$ cat config.mk
export PLATFORM = sky130hd
export DESIGN_NAME = swb_ctrl_regs
export DESIGN_NICKNAME = d
export VERILOG_FILES = /design/src/rtl/swb_ctrl_regs.v /design/src/rtl/swb_sync.v
export VERILOG_INCLUDE_DIRS = /design/src /design/src/rtl
export SDC_FILE = /design/constraint.sdc
export NUM_CORES = 1
export LEC_CHECK = 0
export BUFFER_PORTS_ARGS = -buffer_cell sky130_fd_sc_hd__buf_2
export CAP_MARGIN = 20
export CORE_MARGIN = 2
export CORE_UTILIZATION = 40
export CTS_BUF_LIST = sky130_fd_sc_hd__clkbuf_8
export CTS_CLUSTER_SIZE = 40
export DETAILED_ROUTE_END_ITERATION = 10
export MAX_ROUTING_LAYER = met4
export SYNTH_ARGS = -nofsm -noshare
export SYNTH_HDL_FRONTEND = slang
export SYNTH_HIERARCHICAL = 1
export SYNTH_SLANG_ARGS = --single-unit
$ cat constraint.sdc
create_clock -name clock -period 3.9 [get_ports clock]
set_clock_uncertainty 0.1 [all_clocks]
set_input_delay 0.195 -clock clock [delete_from_list [all_inputs] [get_ports clock]]
set_output_delay 0.195 -clock clock [all_outputs]
set_load 0.01 [all_outputs]
$ cat src/rtl/swb_consts.vh
// Register map, field positions, reset values and link constants of the watchdog and bus registers
// Functional notes
// - Bit 6 stops watchdog in Stop Mode
// - Bit 5: time-out or window watchdog
// - Bit 4: bus wake starts watchdog
// - Period codes 0..6 map to 10..1000 ms, code 7 is invalid
// - Reserved bits read as zero
// - Flash bit disables LIN slope control
// - Bit 6 selects LIN low-slope mode
// - Bit 5 enables LIN transmit time-out
// - Bits 4:3 select first LIN mode
// - Bits 1:0 select CAN mode
// - LIN options apply at select release, both
// - Fail-safe forces wake-capable bus settings
// - Bit 5 selects peak current threshold
// - Threshold write ignored silently in Stop
// - Soft reset keeps third rail bits
// - Transceiver mode reset depends on cause
// - Global bit lets all status interrupt
`ifndef SWB_CONSTS_VH
`define SWB_CONSTS_VH

// ****************************************************************
// Register addresses
// ****************************************************************
`define SWB_ADDR_HW 7'h02
`define SWB_ADDR_WD 7'h03
`define SWB_ADDR_BUS1 7'h04
`define SWB_ADDR_BUS2 7'h05

// ****************************************************************
// Reset values and writable masks
// ****************************************************************
`define SWB_RST_WD 8'h14
`define SWB_RST_BUS1 8'h20
`define SWB_RST_BUS2 8'h00
`define SWB_MASK_WD 8'hF7
`define SWB_MASK_BUS1 8'hFB
`define SWB_MASK_BUS2 8'h20
`define SWB_MASK_HW 8'h88

// ****************************************************************
// Field positions
// ****************************************************************
`define SWB_WD_STOP_OFF 6
`define SWB_WD_WINDOW 5
`define SWB_WD_BUS_WAKE 4
`define SWB_BUS_FLASH 7
`define SWB_BUS_LOW_SLOPE 6
`define SWB_BUS_TXD_TO 5
`define SWB_BUS2_PEAK 5
`define SWB_HW_V_CFG 7
`define SWB_HW_LOAD_SHARE 3

// Low five bits forced on fail-safe entry: FIRST_LIN_MODE and CAN wake capable
`define SWB_FAILSAFE_BUS_LOW 5'h09

// ****************************************************************
// Modes and watchdog periods
// ****************************************************************
`define SWB_MODE_INIT 2'h0
`define SWB_MODE_NORMAL 2'h1
`define SWB_MODE_STOP 2'h2
`define SWB_PERIOD_0 10'h00A
`define SWB_PERIOD_1 10'h014
`define SWB_PERIOD_2 10'h032
`define SWB_PERIOD_3 10'h064
`define SWB_PERIOD_4 10'h0C8
`define SWB_PERIOD_5 10'h1F4
`define SWB_PERIOD_6 10'h3E8

// Frame length in serial clock edges
`define SWB_FRAME_BITS 5'h10
`define SWB_DATA_START 5'h08

`endif

$ cat src/rtl/swb_ctrl_regs.v
// Serially reached watchdog, bus transceiver and peak threshold control registers
`include "swb_consts.vh"

module swb_ctrl_regs (
   input wire clock,
   input wire rst_b,
   input wire spiClk,
   input wire chipSelectLow,
   input wire spiMosi,
   output wire spiMiso,
   output wire spiMisoOe,
   input wire [1:0] sbcMode,
   input wire softReset,
   input wire failSafeEntry,
   input wire busWake,
   input wire transceiverModeLoad,
   input wire [1:0] firstLinModeIn,
   input wire [1:0] canModeIn,
   input wire intGlobal,
   input wire wakeEvent,
   input wire statusEvent,
   output wire [7:0] watchdogControl,
   output wire [7:0] busTransceiverControl,
   output wire [7:0] peakThresholdControl,
   output wire guardRunEnable,
   output wire windowTypeSelect,
   output wire guardStartLongWindow,
   output wire [9:0] guardPeriodMs,
   output wire guardPeriodValid,
   output wire slopeControlOff,
   output wire lowSlopeSelect,
   output wire transmitTimeoutEnable,
   output wire [1:0] firstLinMode,
   output wire [1:0] canMode,
   output wire peakCurrentThreshold,
   output wire thirdRailVoltageCfg,
   output wire thirdRailLoadShare,
   output wire externalWakeForce,
   output wire checksumError,
   output wire interruptRequest
);
   // ****************************************************************
   // Link input sampling
   // ****************************************************************
   wire [2:0] syncPins;
   wire sclkS;
   wire csS;
   wire mosiS;
   reg sclkPrev_ff;
   reg csPrev_ff;

   swb_sync #(
      .WIDTH(3)
   ) uSync (
      .clock(clock),
      .rst_b(rst_b),
      .asyncIn({spiClk, chipSelectLow, spiMosi}),
      .syncOut(syncPins)
   );

   assign sclkS = syncPins[2];
   assign csS = syncPins[1];
   assign mosiS = syncPins[0];

   wire sclkRise = sclkS & ~sclkPrev_ff & ~csS;
   wire sclkFall = ~sclkS & sclkPrev_ff & ~csS;
   wire csFall = ~csS & csPrev_ff;
   wire csRise = csS & ~csPrev_ff;

   // ****************************************************************
   // Registers
   // ****************************************************************
   reg [7:0] wd_ff;
   reg [7:0] bus1_ff;
   reg [7:0] bus2_ff;
   reg vCfg_ff;
   reg loadShare_ff;
   reg [15:0] shiftIn_ff;
   reg [4:0] bitCnt_ff;
   reg overrun_ff;
   reg [7:0] readSnap_ff;
   reg miso_ff;
   reg misoOe_ff;
   reg runEn_ff;
   reg startLong_ff;
   reg [9:0] periodMs_ff;
   reg periodValid_ff;
   reg extForce_ff;
   reg csumErr_ff;
   reg irq_ff;

   reg [7:0] nxt_readSnap;
   reg [9:0] nxt_periodMs;

   wire [6:0] frameAddr = shiftIn_ff[6:0];
   wire frameWrite = shiftIn_ff[7];
   wire [7:0] frameData = shiftIn_ff[15:8];
   wire frameDone = csRise && (bitCnt_ff == `SWB_FRAME_BITS) && !overrun_ff && frameWrite;
   wire stopMode = (sbcMode == `SWB_MODE_STOP);
   wire dataParityOk = ~^frameData;

   // Address is complete before the eighth edge shifts in
   always @* begin
      case (shiftIn_ff[15:9])
         `SWB_ADDR_HW: nxt_readSnap = {vCfg_ff, 3'h0, loadShare_ff, 3'h0};
         `SWB_ADDR_WD: nxt_readSnap = wd_ff;
         `SWB_ADDR_BUS1: nxt_readSnap = bus1_ff;
         `SWB_ADDR_BUS2: nxt_readSnap = bus2_ff;
         default: nxt_readSnap = 8'h00;
      endcase
   end

   // ****************************************************************
   // Serial frame engine
   // ****************************************************************
   always @(posedge clock) begin
      if (!rst_b) begin
         sclkPrev_ff <= 1'b0;
         csPrev_ff <= 1'b1;
         shiftIn_ff <= 16'h0000;
         bitCnt_ff <= 5'h00;
         overrun_ff <= 1'b0;
         readSnap_ff <= 8'h00;
         miso_ff <= 1'b0;
         misoOe_ff <= 1'b0;
      end else begin
         sclkPrev_ff <= sclkS;
         csPrev_ff <= csS;
         misoOe_ff <= ~csS;
         if (csFall) begin
            bitCnt_ff <= 5'h00;
            overrun_ff <= 1'b0;
            miso_ff <= 1'b0;
         end else if (sclkRise && bitCnt_ff != `SWB_FRAME_BITS) begin
            // Least significant bit first
            shiftIn_ff <= {mosiS, shiftIn_ff[15:1]};
            bitCnt_ff <= bitCnt_ff + 5'h01;
            if (bitCnt_ff == `SWB_DATA_START - 5'h01) begin
               readSnap_ff <= nxt_readSnap;
            end
         end else if (sclkRise) begin
            // A seventeenth edge spoils the frame
            overrun_ff <= 1'b1;
         end else if (sclkFall) begin
            // First byte carries no status here; second byte the register
            if (bitCnt_ff >= `SWB_DATA_START && bitCnt_ff != `SWB_FRAME_BITS) begin
               miso_ff <= readSnap_ff[bitCnt_ff[2:0]];
            end else begin
               miso_ff <= 1'b0;
            end
         end
      end
   end

   // ****************************************************************
   // Register file
   // ****************************************************************
   wire writeWd = frameDone && (frameAddr == `SWB_ADDR_WD);
   wire writeBus1 = frameDone && (frameAddr == `SWB_ADDR_BUS1);
   wire writeBus2 = frameDone && (frameAddr == `SWB_ADDR_BUS2);
   wire writeHw = frameDone && (frameAddr == `SWB_ADDR_HW);

   // ****************************************************************
   // Watchdog control
   // ****************************************************************
   always @(posedge clock) begin
      if (!rst_b) begin
         wd_ff <= `SWB_RST_WD;
      end else if (softReset) begin
         wd_ff <= `SWB_RST_WD;
      end else if (writeWd && dataParityOk) begin
         // Odd parity keeps the old setting
         wd_ff <= frameData & `SWB_MASK_WD;
      end
   end

   // ****************************************************************
   // Checksum flag
   // ****************************************************************
   // Follows the latest watchdog write; soft reset drops that write too
   always @(posedge clock) begin
      if (!rst_b) begin
         csumErr_ff <= 1'b0;
      end else if (softReset) begin
         csumErr_ff <= 1'b0;
      end else if (writeWd) begin
         csumErr_ff <= ~dataParityOk;
      end
   end

   // ****************************************************************
   // Bus transceiver control
   // ****************************************************************
   always @(posedge clock) begin
      if (!rst_b) begin
         bus1_ff <= `SWB_RST_BUS1;
      end else if (softReset) begin
         bus1_ff <= `SWB_RST_BUS1;
      end else if (failSafeEntry) begin
         // Fail-safe and cause-driven loads override a same-cycle write
         bus1_ff <= {bus1_ff[7:5], `SWB_FAILSAFE_BUS_LOW};
      end else if (transceiverModeLoad) begin
         bus1_ff <= {bus1_ff[7:5], firstLinModeIn, 1'b0, canModeIn};
      end else if (writeBus1) begin
         // Takes effect at select release, one copy for both LINs
         bus1_ff <= frameData & `SWB_MASK_BUS1;
      end
   end

   // ****************************************************************
   // Peak threshold control
   // ****************************************************************
   always @(posedge clock) begin
      if (!rst_b) begin
         bus2_ff <= `SWB_RST_BUS2;
      end else if (softReset) begin
         bus2_ff <= `SWB_RST_BUS2;
      end else if (writeBus2 && !stopMode) begin
         // Silently dropped in Stop, no failure flag raised
         bus2_ff <= frameData & `SWB_MASK_BUS2;
      end
   end

   // ****************************************************************
   // Third rail bits and fail-safe pulse
   // ****************************************************************
   // Only power-on clears these; soft reset leaves them as they are
   always @(posedge clock) begin
      if (!rst_b) begin
         vCfg_ff <= 1'b0;
         loadShare_ff <= 1'b0;
      end else if (writeHw && !softReset) begin
         vCfg_ff <= frameData[`SWB_HW_V_CFG];
         loadShare_ff <= frameData[`SWB_HW_LOAD_SHARE];
      end
   end

   always @(posedge clock) begin
      if (!rst_b) begin
         extForce_ff <= 1'b0;
      end else begin
         extForce_ff <= failSafeEntry;
      end
   end

   // ****************************************************************
   // Watchdog and interrupt outputs
   // ****************************************************************
   always @* begin
      case (wd_ff[2:0])
         3'h0: nxt_periodMs = `SWB_PERIOD_0;
         3'h1: nxt_periodMs = `SWB_PERIOD_1;
         3'h2: nxt_periodMs = `SWB_PERIOD_2;
         3'h3: nxt_periodMs = `SWB_PERIOD_3;
         3'h4: nxt_periodMs = `SWB_PERIOD_4;
         3'h5: nxt_periodMs = `SWB_PERIOD_5;
         3'h6: nxt_periodMs = `SWB_PERIOD_6;
         default: nxt_periodMs = 10'h000;
      endcase
   end

   always @(posedge clock) begin
      if (!rst_b) begin
         runEn_ff <= 1'b1;
         startLong_ff <= 1'b0;
         periodMs_ff <= `SWB_PERIOD_0;
         periodValid_ff <= 1'b1;
         irq_ff <= 1'b0;
      end else begin
         runEn_ff <= ~(stopMode & wd_ff[`SWB_WD_STOP_OFF]);
         startLong_ff <= busWake & stopMode & wd_ff[`SWB_WD_BUS_WAKE];
         periodMs_ff <= nxt_periodMs;
         periodValid_ff <= (wd_ff[2:0] != 3'h7);
         irq_ff <= wakeEvent | (intGlobal & statusEvent);
      end
   end

   // ****************************************************************
   // Output ports
   // ****************************************************************
   assign spiMiso = miso_ff;
   assign spiMisoOe = misoOe_ff;
   assign watchdogControl = wd_ff;
   assign busTransceiverControl = bus1_ff;
   assign peakThresholdControl = bus2_ff;
   assign guardRunEnable = runEn_ff;
   assign windowTypeSelect = wd_ff[`SWB_WD_WINDOW];
   assign guardStartLongWindow = startLong_ff;
   assign guardPeriodMs = periodMs_ff;
   assign guardPeriodValid = periodValid_ff;
   assign slopeControlOff = bus1_ff[`SWB_BUS_FLASH];
   assign lowSlopeSelect = bus1_ff[`SWB_BUS_LOW_SLOPE];
   assign transmitTimeoutEnable = bus1_ff[`SWB_BUS_TXD_TO];
   assign firstLinMode = bus1_ff[4:3];
   assign canMode = bus1_ff[1:0];
   assign peakCurrentThreshold = bus2_ff[`SWB_BUS2_PEAK];
   assign thirdRailVoltageCfg = vCfg_ff;
   assign thirdRailLoadShare = loadShare_ff;
   assign externalWakeForce = extForce_ff;
   assign checksumError = csumErr_ff;
   assign interruptRequest = irq_ff;
endmodule

$ cat src/rtl/swb_sync.v
// Two-stage synchroniser for asynchronous serial-link inputs
module swb_sync #(
   parameter WIDTH = 3
) (
   input wire clock,
   input wire rst_b,
   input wire [WIDTH-1:0] asyncIn,
   output wire [WIDTH-1:0] syncOut
);
   reg [WIDTH-1:0] stage1_ff;
   reg [WIDTH-1:0] stage2_ff;
   genvar i;

   // First stage feeds only the second stage
   generate
      for (i = 0; i < WIDTH; i = i + 1) begin : gSync
         always @(posedge clock) begin
            if (!rst_b) begin
               stage1_ff[i] <= 1'b1;
               stage2_ff[i] <= 1'b1;
            end else begin
               stage1_ff[i] <= asyncIn[i];
               stage2_ff[i] <= stage1_ff[i];
            end
         end
      end
   endgenerate

   assign syncOut = stage2_ff;
endmodule

## Yosys cells after proc, flatten, opt, wreduce, memory -nomap -nowiden

Index checks and enable logic that the tools add are counted.

| operators by class | value |
|---|---|
| add/subtract/negate cells | 1 |
| $lt $le $gt $ge | 2 |
| equality and inequality tests | 19 |
| multiplexer cells | 8 |
| bitwise gates (word level) | 23 |
| reductions and logical operators | 27 |

Operators with widths:

| operator | number |
|---|---|
| $pmux 10 s7 | 1 |
| $pmux 8 s4 | 1 |
| $eq 7x2->1 const B | 4 |
| $eq 7x3->1 const B | 4 |
| $logic_and 1x1->1 | 12 |
| $not 1->1 | 12 |
| $and 1x1->1 | 10 |
| $mux 5 | 2 |
| $eq 3x3->1 const B | 3 |
| $reduce_and 3->1 | 3 |
| $reduce_xnor 8->1 | 1 |
| $eq 3x2->1 const B | 2 |
| $add 5x1->5 const B | 1 |
| $eq 5x3->1 const B | 1 |
| $eq 5x5->1 const B | 1 |
| $ge 5x4->1 const B | 1 |
| $ne 5x5->1 const B | 1 |
| $lt 3x4->1 const B | 1 |
| $mux 4 | 1 |
| $reduce_and 2->1 | 2 |
| $reduce_or 2->1 | 2 |
| $bmux 1 s3 | 1 |
| $eq 3x1->1 const B | 1 |
| $logic_not 1->1 | 3 |
| other kinds (8) | 9 |

| storage, ports and cells | value |
|---|---|
| register bits after elaboration | 73 |
| bits of input ports | 18 |

## Longest topological paths before layout

Gate-level depths: netlist of the first run.

| depth | value |
|---|---|
| word-level depth | 9 |
| depth in mapped cells | 8 |
| mapped depth without buffers | 7 |

## Cells and area by module

The synthesis of the first run kept the hierarchy.

Modules (own cells, without submodules):

| module | instances | cells an instance | area each (µm²) | sequential area each (µm²) |
|---|---|---|---|---|
| swb_ctrl_regs | 1 | 304 | 2932.8 | 1321.3 |
| swb_sync | 1 | 12 | 157.7 | 120.1 |

## Worst setup path after synthesis of the first run

No wires, ideal clock.

| path | value |
|---|---|
| path type | register to register |
| start point | register bitCnt_ff[0] |
| end point | register bus1_ff[1] (netlist: busTransceiverControl[1]) |
| library setup time | 0.115 ns |
| arrival | 1.667 ns |
| data required time | 3.685 ns |
| setup slack | 2.018 ns |
| stages on the path, launching flop included | 8 |
| clock period less this slack | 1.882 ns |
| cell sequence | dfxtp_1 inv_1 ha_1 nand4bb_4 nor3_4 nand2_1 mux2i_1 a2111oi_0 |

| between the ends | value |
|---|---|
| longest elaborated chain between the ends | 6 |

Ends and longest elaborated chain:

| element | line | source |
|---|---|---|
| from (decl) | swb_ctrl_regs.v:79 | `reg [4:0] bitCnt_ff;` |
| from (signal assigned) | swb_ctrl_regs.v:137 | `bitCnt_ff <= bitCnt_ff + 5'h01;` |
| $eq 5x5->1 (no source line) | - |  |
| $logic_and 1x1->1 (3 in a row) | swb_ctrl_regs.v:98 | `` wire frameDone = csRise && (bitCnt_ff == `SWB_FRAME_BITS) && !overrun_ff && frameWrite; `` |
| $logic_and 1x1->1 | swb_ctrl_regs.v:159 | `` wire writeBus1 = frameDone && (frameAddr == `SWB_ADDR_BUS1); `` |
| $reduce_bool 2->1 (no source line) | - |  |
| to (signal assigned) | swb_ctrl_regs.v:196 | `` bus1_ff <= `SWB_RST_BUS1; `` |
| to (signal assigned) | swb_ctrl_regs.v:198 | `` bus1_ff <= `SWB_RST_BUS1; `` |
| to (signal assigned) | swb_ctrl_regs.v:201 | `` bus1_ff <= {bus1_ff[7:5], `SWB_FAILSAFE_BUS_LOW}; `` |
| to (decl) | swb_ctrl_regs.v:74 | `reg [7:0] bus1_ff;` |

No other way between the ends.
A chain may end at the register's enable or synchronous reset.

## Final worst setup path of the first run

| path | value |
|---|---|
| start point | register bitCnt_ff[0] |
| end point | register shiftIn_ff[2] |

| between the ends | value |
|---|---|
| longest elaborated chain between the ends | 3 |

Ends and longest elaborated chain:

| element | line | source |
|---|---|---|
| $ne 5x5->1 (no source line) | - |  |
| $logic_and 1x1->1 (no source line) | - |  |
| $reduce_and 2->1 (no source line) | - |  |
| to (signal assigned) | swb_ctrl_regs.v:136 | `shiftIn_ff <= {mosiS, shiftIn_ff[15:1]};` |
| to (decl) | swb_ctrl_regs.v:78 | `reg [15:0] shiftIn_ff;` |

No other way between the ends.

==> results.py, run 1 <==
metrics = {
    "run_status": {
        "run_status": "completed",
    },
    "synthesis": {
        "synthesis.area_mm2": 0.00309,
        "post_synth_fa_ha_maj_area_fraction": 0.00810,
        "yosys_warnings": 6,
        "synth_compound_gate_area_share": 0.0822,
        "synth_area_per_cell_um2": 9.78,
        "synthDistinctLibCells": 42,
        "synth_simple_gate_area_share": 0.211,
        "largest_family_of_logic_cells_by_synthesized_area": "simple AND/OR/NAND/NOR gates",
        "synth.yosys.seq_area_share": 0.466,
        "synth_cells": 316,
        "synthXorXnorAreaFrac": 0.0425,
        "synth_seq_cells": 72,
        "synth.area.mux_share": 0.113,
    },
    "global_routing": {
        "grtUsageTotal": 0.164,
        "maximum_number_of_pins_on_one_net_before_global_route_repair": 44,
        "antenna_violations_before_repair": 0,
        "first_global_vias": 2064,
        "wire_length_of_the_first_global_routing_pass_mm": 10.5,
        "globalRouteOverflowTotal": 0,
    },
    "sta": {
        "final_critical_path_setup_slack_ps": 1580,
        "hold_violations": 0,
        "rsz0062_at_grt": "no",
        "setup_viol_count_final": 0,
        "post-route-period-util": 0.595,
        "period_minus_slack_ps": 2320,
        "worst_pin_slew_ps": 988,
        "max_freq_ghz": 0.431,
        "slew_headroom": 0.340,
        "maxSlewViolCount": 0,
        "fin_tns_setup_ps": 0,
    },
    "run": {
        "drv_cap": 0,
    },
    "cts": {
        "post_cts.resized_instances": 0,
        "num_clock_sinks": 72,
        "cts_made_buffers": 9,
        "clock_insertion_delay_worst_skew_ps": 340,
        "clk_root_buffer_cell": "clkbuf_8",
        "clk_path_buf_depth": 2,
        "cts_tree": "built",
        "clk_transition_reported_paths_ps": 70,
        "htreeDepth": 3,
    },
    "routing": {
        "wl_mm": 6.50,
        "detail_route.drc_violations": 0,
        "route.detailed.wl_per_inst_um": 13.7,
        "met1Wirelength_mm": 3.23,
        "ant_nets": 0,
        "routed-wl-met2_mm": 2.89,
        "drt-pass1-iter-count": 4,
        "top_layer_used": "met4",
        "drt-initial-drc-count": 134,
        "routed-via-count": 2291,
        "dr_wl_met3_um": 302,
        "detail_route.vias_per_cell": 4.81,
    },
    "critical_path": {
        "arrival_ps": 2440,
        "path_class": "reg2reg",
        "critPathBufInv": 1,
        "critical_path_peak_fanout": 16,
        "worstPathCellList": "inv_1 -> ha_1 -> nand4bb_4 -> nand3_1 -> mux2i_1 -> nor2b_1",
        "crit_path_max_cell_delay_ps": 700,
        "worst-r2r-setup-slack_ps": 1580,
        "slowest_stage": "nand3_1",
        "instance_count_on_the_critical_path": 6,
        "rr_worst_depth": 6,
        "critical_path_required_ps": 4020,
        "endpoint_kind": "flip-flop",
        "crit_family": "simple AND/OR/NAND/NOR gates",
        "category_of_the_worst_setup_path_launch_point": "flip-flop",
    },
    "floorplan": {
        "fp.dieH_um": 91.9,
        "core_area_mm2": 0.00761,
        "floorplan.die.width_um": 91.9,
        "die_area_mm2": 0.00845,
        "io-pin-count": 71,
        "start_util": 0.406,
        "floorplan.rows": 32,
    },
    "place": {
        "gpl.final_weighted_congestion": 0.827,
        "dp.final_hpwl_mm": 4.55,
        "place.port_buffers": 60,
        "dpl_worst_slack_ps": 1570,
    },
    "layout": {
        "finish.net_count": 389,
        "antennaDiodeCount": 0,
        "synthToLayoutAreaGrowth_pct": 16.7,
        "drive_gt1_frac": 0.225,
    },
    "pwr": {
        "p_per_area_mw_per_mm2": 392,
        "power.ir.vdd_worst_v": 0.000185,
        "leakage_nw": 1.61,
    },
    "min_path": {
        "worst_hold_path.num_cells": 3,
        "worst_hold_path_type": "in2reg",
    },
}
metal layers:
metal | vias up | GRT usage
met2 | 47 | 0.241
met1 | 1074 | 0.220
met3 | 8 | 0.0427
met5 | - | -
li1 | 1162 | -
met4 | 0 | 0.0560
what timing repair did:
| item | in CTS | in global routing |
|---|---|---|
| hold endpoints to repair | 7 | 0 |
| setup endpoints to repair | 0 | 0 |
| setup buffers | 0 | 0 |
| hold buffers | 6 | 0 |
cells by family (layout without fill, tap and decap cells):
| group | after synthesis | in the layout |
|---|---|---|
| compound gates | 44 | 44 |
| xor+xnor | 15 | 15 |
| fa+ha+maj | 2 | 2 |
| buf+inv | 39 | 88 |
| flops | 72 | 72 |
| mux | 32 | 32 |
| other cells | 1 | 10 |
| simple gates | 111 | 111 |
worst reg2reg max path: cells and delay by family, from the launching register on:
| family | cells | cell delay, ps |
|---|---|---|
| adders and majority gates | 1 | 250 |
| buffers and inverters | 1 | 100 |
| DFF | 1 | 440 |
| muxes | 1 | 400 |
| and+or+nand+nor | 3 | 910 |
cells in the final DEF (no fill, tap or decap), types with 7 or more instances in the layout:
cell / Yosys / routed
mux2i_1: 28 / 28
buf_2: 2 / 60
nor2_1: 18 / 18
dfxtp_1: 72 / 72
clkbuf_8: 0 / 11
a21oi_1: 15 / 15
a22oi_1: 7 / 7
nor2b_1: 29 / 29
conb_1: 1 / 10
o21ai_0: 16 / 16
nand2_1: 14 / 14
nand3_1: 15 / 15
xnor2_1: 9 / 9
nand2b_1: 8 / 8
cell usage after synthesis, drive strengths merged:
library cell | n | area (um2)
o21a | 1 | 7.51
mux2i | 28 | 280
nand2b | 8 | 50.1
buf | 23 | 171
a21oi | 15 | 75.1
nor2b | 29 | 181
dfxtp | 72 | 1440
xnor2 | 9 | 78.8
nand4 | 5 | 31.3
o21ai | 17 | 85.1
and2 | 5 | 31.3
mux4 | 2 | 45.0
or3b | 1 | 8.76
and4 | 3 | 26.3
and3 | 1 | 6.26
nor4b | 1 | 8.76
ha | 2 | 25.0
nor3 | 3 | 26.3
nand3 | 15 | 75.1
a22o | 1 | 8.76
clkbuf | 10 | 40.0
nor3b | 4 | 35.0
mux2 | 2 | 22.5
a22oi | 7 | 52.6
conb | 1 | 3.75
o31ai | 1 | 7.51
nand2 | 14 | 52.6
a2111oi | 2 | 17.5
inv | 6 | 22.5
nor2 | 18 | 67.6
nand4bb | 2 | 38.8
or4 | 1 | 7.51
nor4 | 1 | 6.26
xor2 | 6 | 52.6
final cells by class:
| cell class | instances | area [um2] |
|---|---|---|
| repair buffers | 66 | 360 |
| flip-flops and latches | 72 | 1440 |
| well taps | 102 | 128 |
| multi-input cells | 214 | 1450 |
| fillers | 753 | 4000 |
| clock inverters | 5 | 55.1 |
| clock buffers | 11 | 151 |
| inverters | 6 | 22.5 |
metrics by stage:
stage | hold slack, ps | area, um2 | total power (W) | instances | util
finish | 7.22 | 3610 | 0.00141 | 476 | 0.474
floorplan | 168 | 3120 | 0.000809 | 325 | -
CTS | 3.16 | 3610 | 0.00143 | 476 | 0.474
detailed placement | 278 | 3340 | 0.000823 | 454 | 0.439
global placement | 277 | 3340 | 0.000822 | 454 | 0.439
global route | 11.8 | 3610 | 0.00147 | 476 | 0.474
worst paths after layout:
check                                     end                           from
setup reg to reg   shiftIn_ff[2]$_SDFFE_PN0P_      bitCnt_ff[0]$_SDFFE_PP0P_
setup / recovery   shiftIn_ff[2]$_SDFFE_PN0P_      bitCnt_ff[0]$_SDFFE_PP0P_
hold reg to reg   uSync/syncOut[0]$_SDFF_PN1_  uSync/stage1_ff[0]$_SDFF_PN1_
hold / removal      guardRunEnable$_SDFF_PN1_                     sbcMode[0]
flip-flops by register name, summed over array words and instances, names as in the netlist, 3 cells and up:
name and cells:
guardPeriodMs 9, shiftIn_ff 16, busTransceiverControl 7, uSync/syncOut 3
bitCnt_ff 5, readSnap_ff 8, uSync/stage1_ff 3, watchdogControl 7
report_power, final:
group,internal (W),switching (W),total (W)
combinational,0.0000276,0.0000331,0.0000606
sequential,0.000744,0.00000550,0.000749
clock,0.000328,0.000277,0.000605
Note: power is estimated with default switching activity, not from simulation.
==> run 2, diff against run 1 <==
==> constraint.sdc (replaced) <==
create_clock -name clock -period 2.1 [get_ports clock]
set_clock_uncertainty 0.1 [all_clocks]
set_input_delay 0.105 -clock clock [delete_from_list [all_inputs] [get_ports clock]]
set_output_delay 0.105 -clock clock [all_outputs]
set_load 0.01 [all_outputs]
==> run 2 against run 1 <==
  * Combinational power is 110% higher
  * Power increased by 110%
  * Sequential power rose by 86%
  * Die area is the same
  * Highest routed layer unchanged
  * Register-to-register slack got worse by 1500 ps
  * Count of clock-buffer cells in the layout stayed put
  * Worst setup slack lost 1500 ps
  * Cell count rose by 4.0%
  * Cell area increased by 6.7%
  * Sequential share of layout area shrank 2.5 points
==> results.py, run 2 (synthesized netlist as in run 1, its figures left out) <==
metrics = {
    "sta": {
        "hold_violations": 0,
        "post-route-period-util": 0.944,
        "rsz0062_at_grt": "no",
        "setup_viol_count_final": 0,
        "final_critical_path_setup_slack_ps": 117,
        "fin_tns_setup_ps": 0,
        "period_minus_slack_ps": 1980,
        "worst_pin_slew_ps": 515,
        "slew_headroom": 0.657,
        "maxSlewViolCount": 0,
        "max_freq_ghz": 0.504,
    },
    "run_status": {
        "run_status": "completed",
    },
    "global_routing": {
        "wire_length_of_the_first_global_routing_pass_mm": 11.7,
        "globalRouteOverflowTotal": 0,
        "grtUsageTotal": 0.181,
        "first_global_vias": 2253,
        "antenna_violations_before_repair": 0,
        "maximum_number_of_pins_on_one_net_before_global_route_repair": 27,
    },
    "layout": {
        "finish.net_count": 408,
        "ff_latch_area_mm2": 0.00144,
        "synthToLayoutAreaGrowth_pct": 24.5,
        "layout.cells.non_filler": 495,
        "multi_input_area_mm2": 0.00147,
        "final_cell_mix": "72 x dfxtp_1, 60 x buf_2, 29 x nor2b_1, 28 x mux2i_1, 18 x nor2_1",
        "nFillCells": 766,
        "post-route-cell-area_mm2": 0.00385,
        "largest_register": "shiftIn_ff",
        "layout.cells.most_common": "dfxtp_1",
        "largest_register_ffs": 16,
        "drive_gt1_frac": 0.262,
        "antennaDiodeCount": 0,
    },
    "pwr": {
        "leakage_nw": 1.73,
        "p_per_area_mw_per_mm2": 755,
        "power.ir.vdd_worst_v": 0.000349,
    },
    "critical_path": {
        "endpoint_kind": "flip-flop",
        "crit_family": "simple AND/OR/NAND/NOR gates",
        "arrival_ps": 2110,
        "slowest_stage": "or4_4",
        "path_class": "reg2reg",
        "critPathBufInv": 1,
        "category_of_the_worst_setup_path_launch_point": "flip-flop",
        "worstPathCellList": "or4_4 -> nor3_4 -> buf_4 -> nand4_1 -> mux2i_1 -> nand2_1",
        "crit_path_max_cell_delay_ps": 550,
        "critical_path_required_ps": 2230,
        "critical_path_peak_fanout": 6,
    },
    "routing": {
        "ant_nets": 0,
        "wl_mm": 7.10,
        "drt-initial-drc-count": 111,
        "drt-pass1-iter-count": 4,
        "route.detailed.wl_per_inst_um": 14.3,
        "detail_route.drc_violations": 0,
        "routed-via-count": 2415,
        "detail_route.vias_per_cell": 4.88,
    },
    "run": {
        "drv_cap": 0,
    },
    "floorplan": {
        "floorplan.rows": 32,
        "io-pin-count": 71,
        "start_util": 0.406,
        "die_area_mm2": 0.00845,
        "core_area_mm2": 0.00761,
        "fp.dieH_um": 91.9,
        "floorplan.die.width_um": 91.9,
    },
    "cts": {
        "cts_post_setup_buffers_inserted": 0,
        "clock_insertion_delay_worst_skew_ps": 350,
        "htreeDepth": 3,
        "clk_transition_reported_paths_ps": 80,
        "cts_tree": "built",
        "cts_made_buffers": 9,
        "clk_root_buffer_cell": "clkbuf_8",
        "num_clock_sinks": 72,
        "clk_path_buf_depth": 2,
    },
    "place": {
        "dpl-instance-area_mm2": 0.00346,
        "dp.final_hpwl_mm": 4.98,
        "gpl.final_weighted_congestion": 0.911,
        "place.port_buffers": 60,
        "placed_instances": 468,
        "dpl_worst_slack_ps": 129,
    },
    "min_path": {
        "worst_hold_path_type": "in2reg",
    },
}
run 2: where the power goes:
| group | switching (W) | total, W | leakage, nW | internal, W |
|---|---|---|---|---|
| Combinational | 0.0000671 | 0.000130 | 1.02 | 0.0000625 |
| Sequential | 0.00000931 | 0.00139 | 0.584 | 0.00138 |
| Clock | 0.000531 | 0.00138 | 0.126 | 0.000852 |
| Total | 0.000607 | 0.00290 | 1.73 | 0.00230 |
run 2: layer usage:
| metal | vias to the layer above | global-route usage | share of wire |
|---|---|---|---|
| met5 | - | - | 0 |
| met4 | 0 | 0.0709 | 0.017 |
| met3 | 12 | 0.0345 | 0.047 |
| met2 | 71 | 0.281 | 0.47 |
| met1 | 1131 | 0.236 | 0.47 |
| li1 | 1201 | - | - |
run 2: repair_timing:
action,CTS,global route
resized for setup,0,5
hold endpoints to repair,14,0
endpoints found under the setup margin,0,8
hold buffers,11,0
run 2: final timing paths:
kind | slack, ps | end | startpoint | depth (start not counted)
worst max-delay path | 120 | busTransceiverControl[5]$_SDFFE_PP1P_ | shiftIn_ff[3]$_SDFFE_PN0P_ | 6
worst min register to register | 300 | uSync/syncOut[2]$_SDFF_PN1_ | uSync/stage1_ff[2]$_SDFF_PN1_ | 1
worst min-delay path | 40 | guardRunEnable$_SDFF_PN1_ | sbcMode[1] | 3
worst max register to register | 120 | busTransceiverControl[5]$_SDFFE_PP1P_ | shiftIn_ff[3]$_SDFFE_PN0P_ | 6
run 2: metrics by stage:
step | power, W | hold WS [ps] | utilization
6_report | 0.00290 | 35.6 | 0.506
4_1_cts | 0.00292 | 15.0 | 0.502
3_5_place_dp | 0.00154 | 191 | 0.455
5_1_grt | 0.00300 | 21.5 | 0.506
3_3_place_gp | 0.00153 | 187 | 0.455
2_1_floorplan | 0.00150 | 78.0 | -
run 2: layout make-up:
class,instances,area share
multi-input cells,214,0.383
clock buffers,11,0.0393
inverters,6,0.00585
repair buffers,85,0.137
flip-flops and latches,72,0.375
clock inverters,5,0.0267
well taps,102,0.0332
run 2: worst reg2reg max path, delay by kind of cell, from the launching register on:
| family | cells | cell delay (ps) |
|---|---|---|
| mux | 1 | 220 |
| simple gates | 4 | 1030 |
| flops | 1 | 340 |
| buf+inv | 1 | 170 |
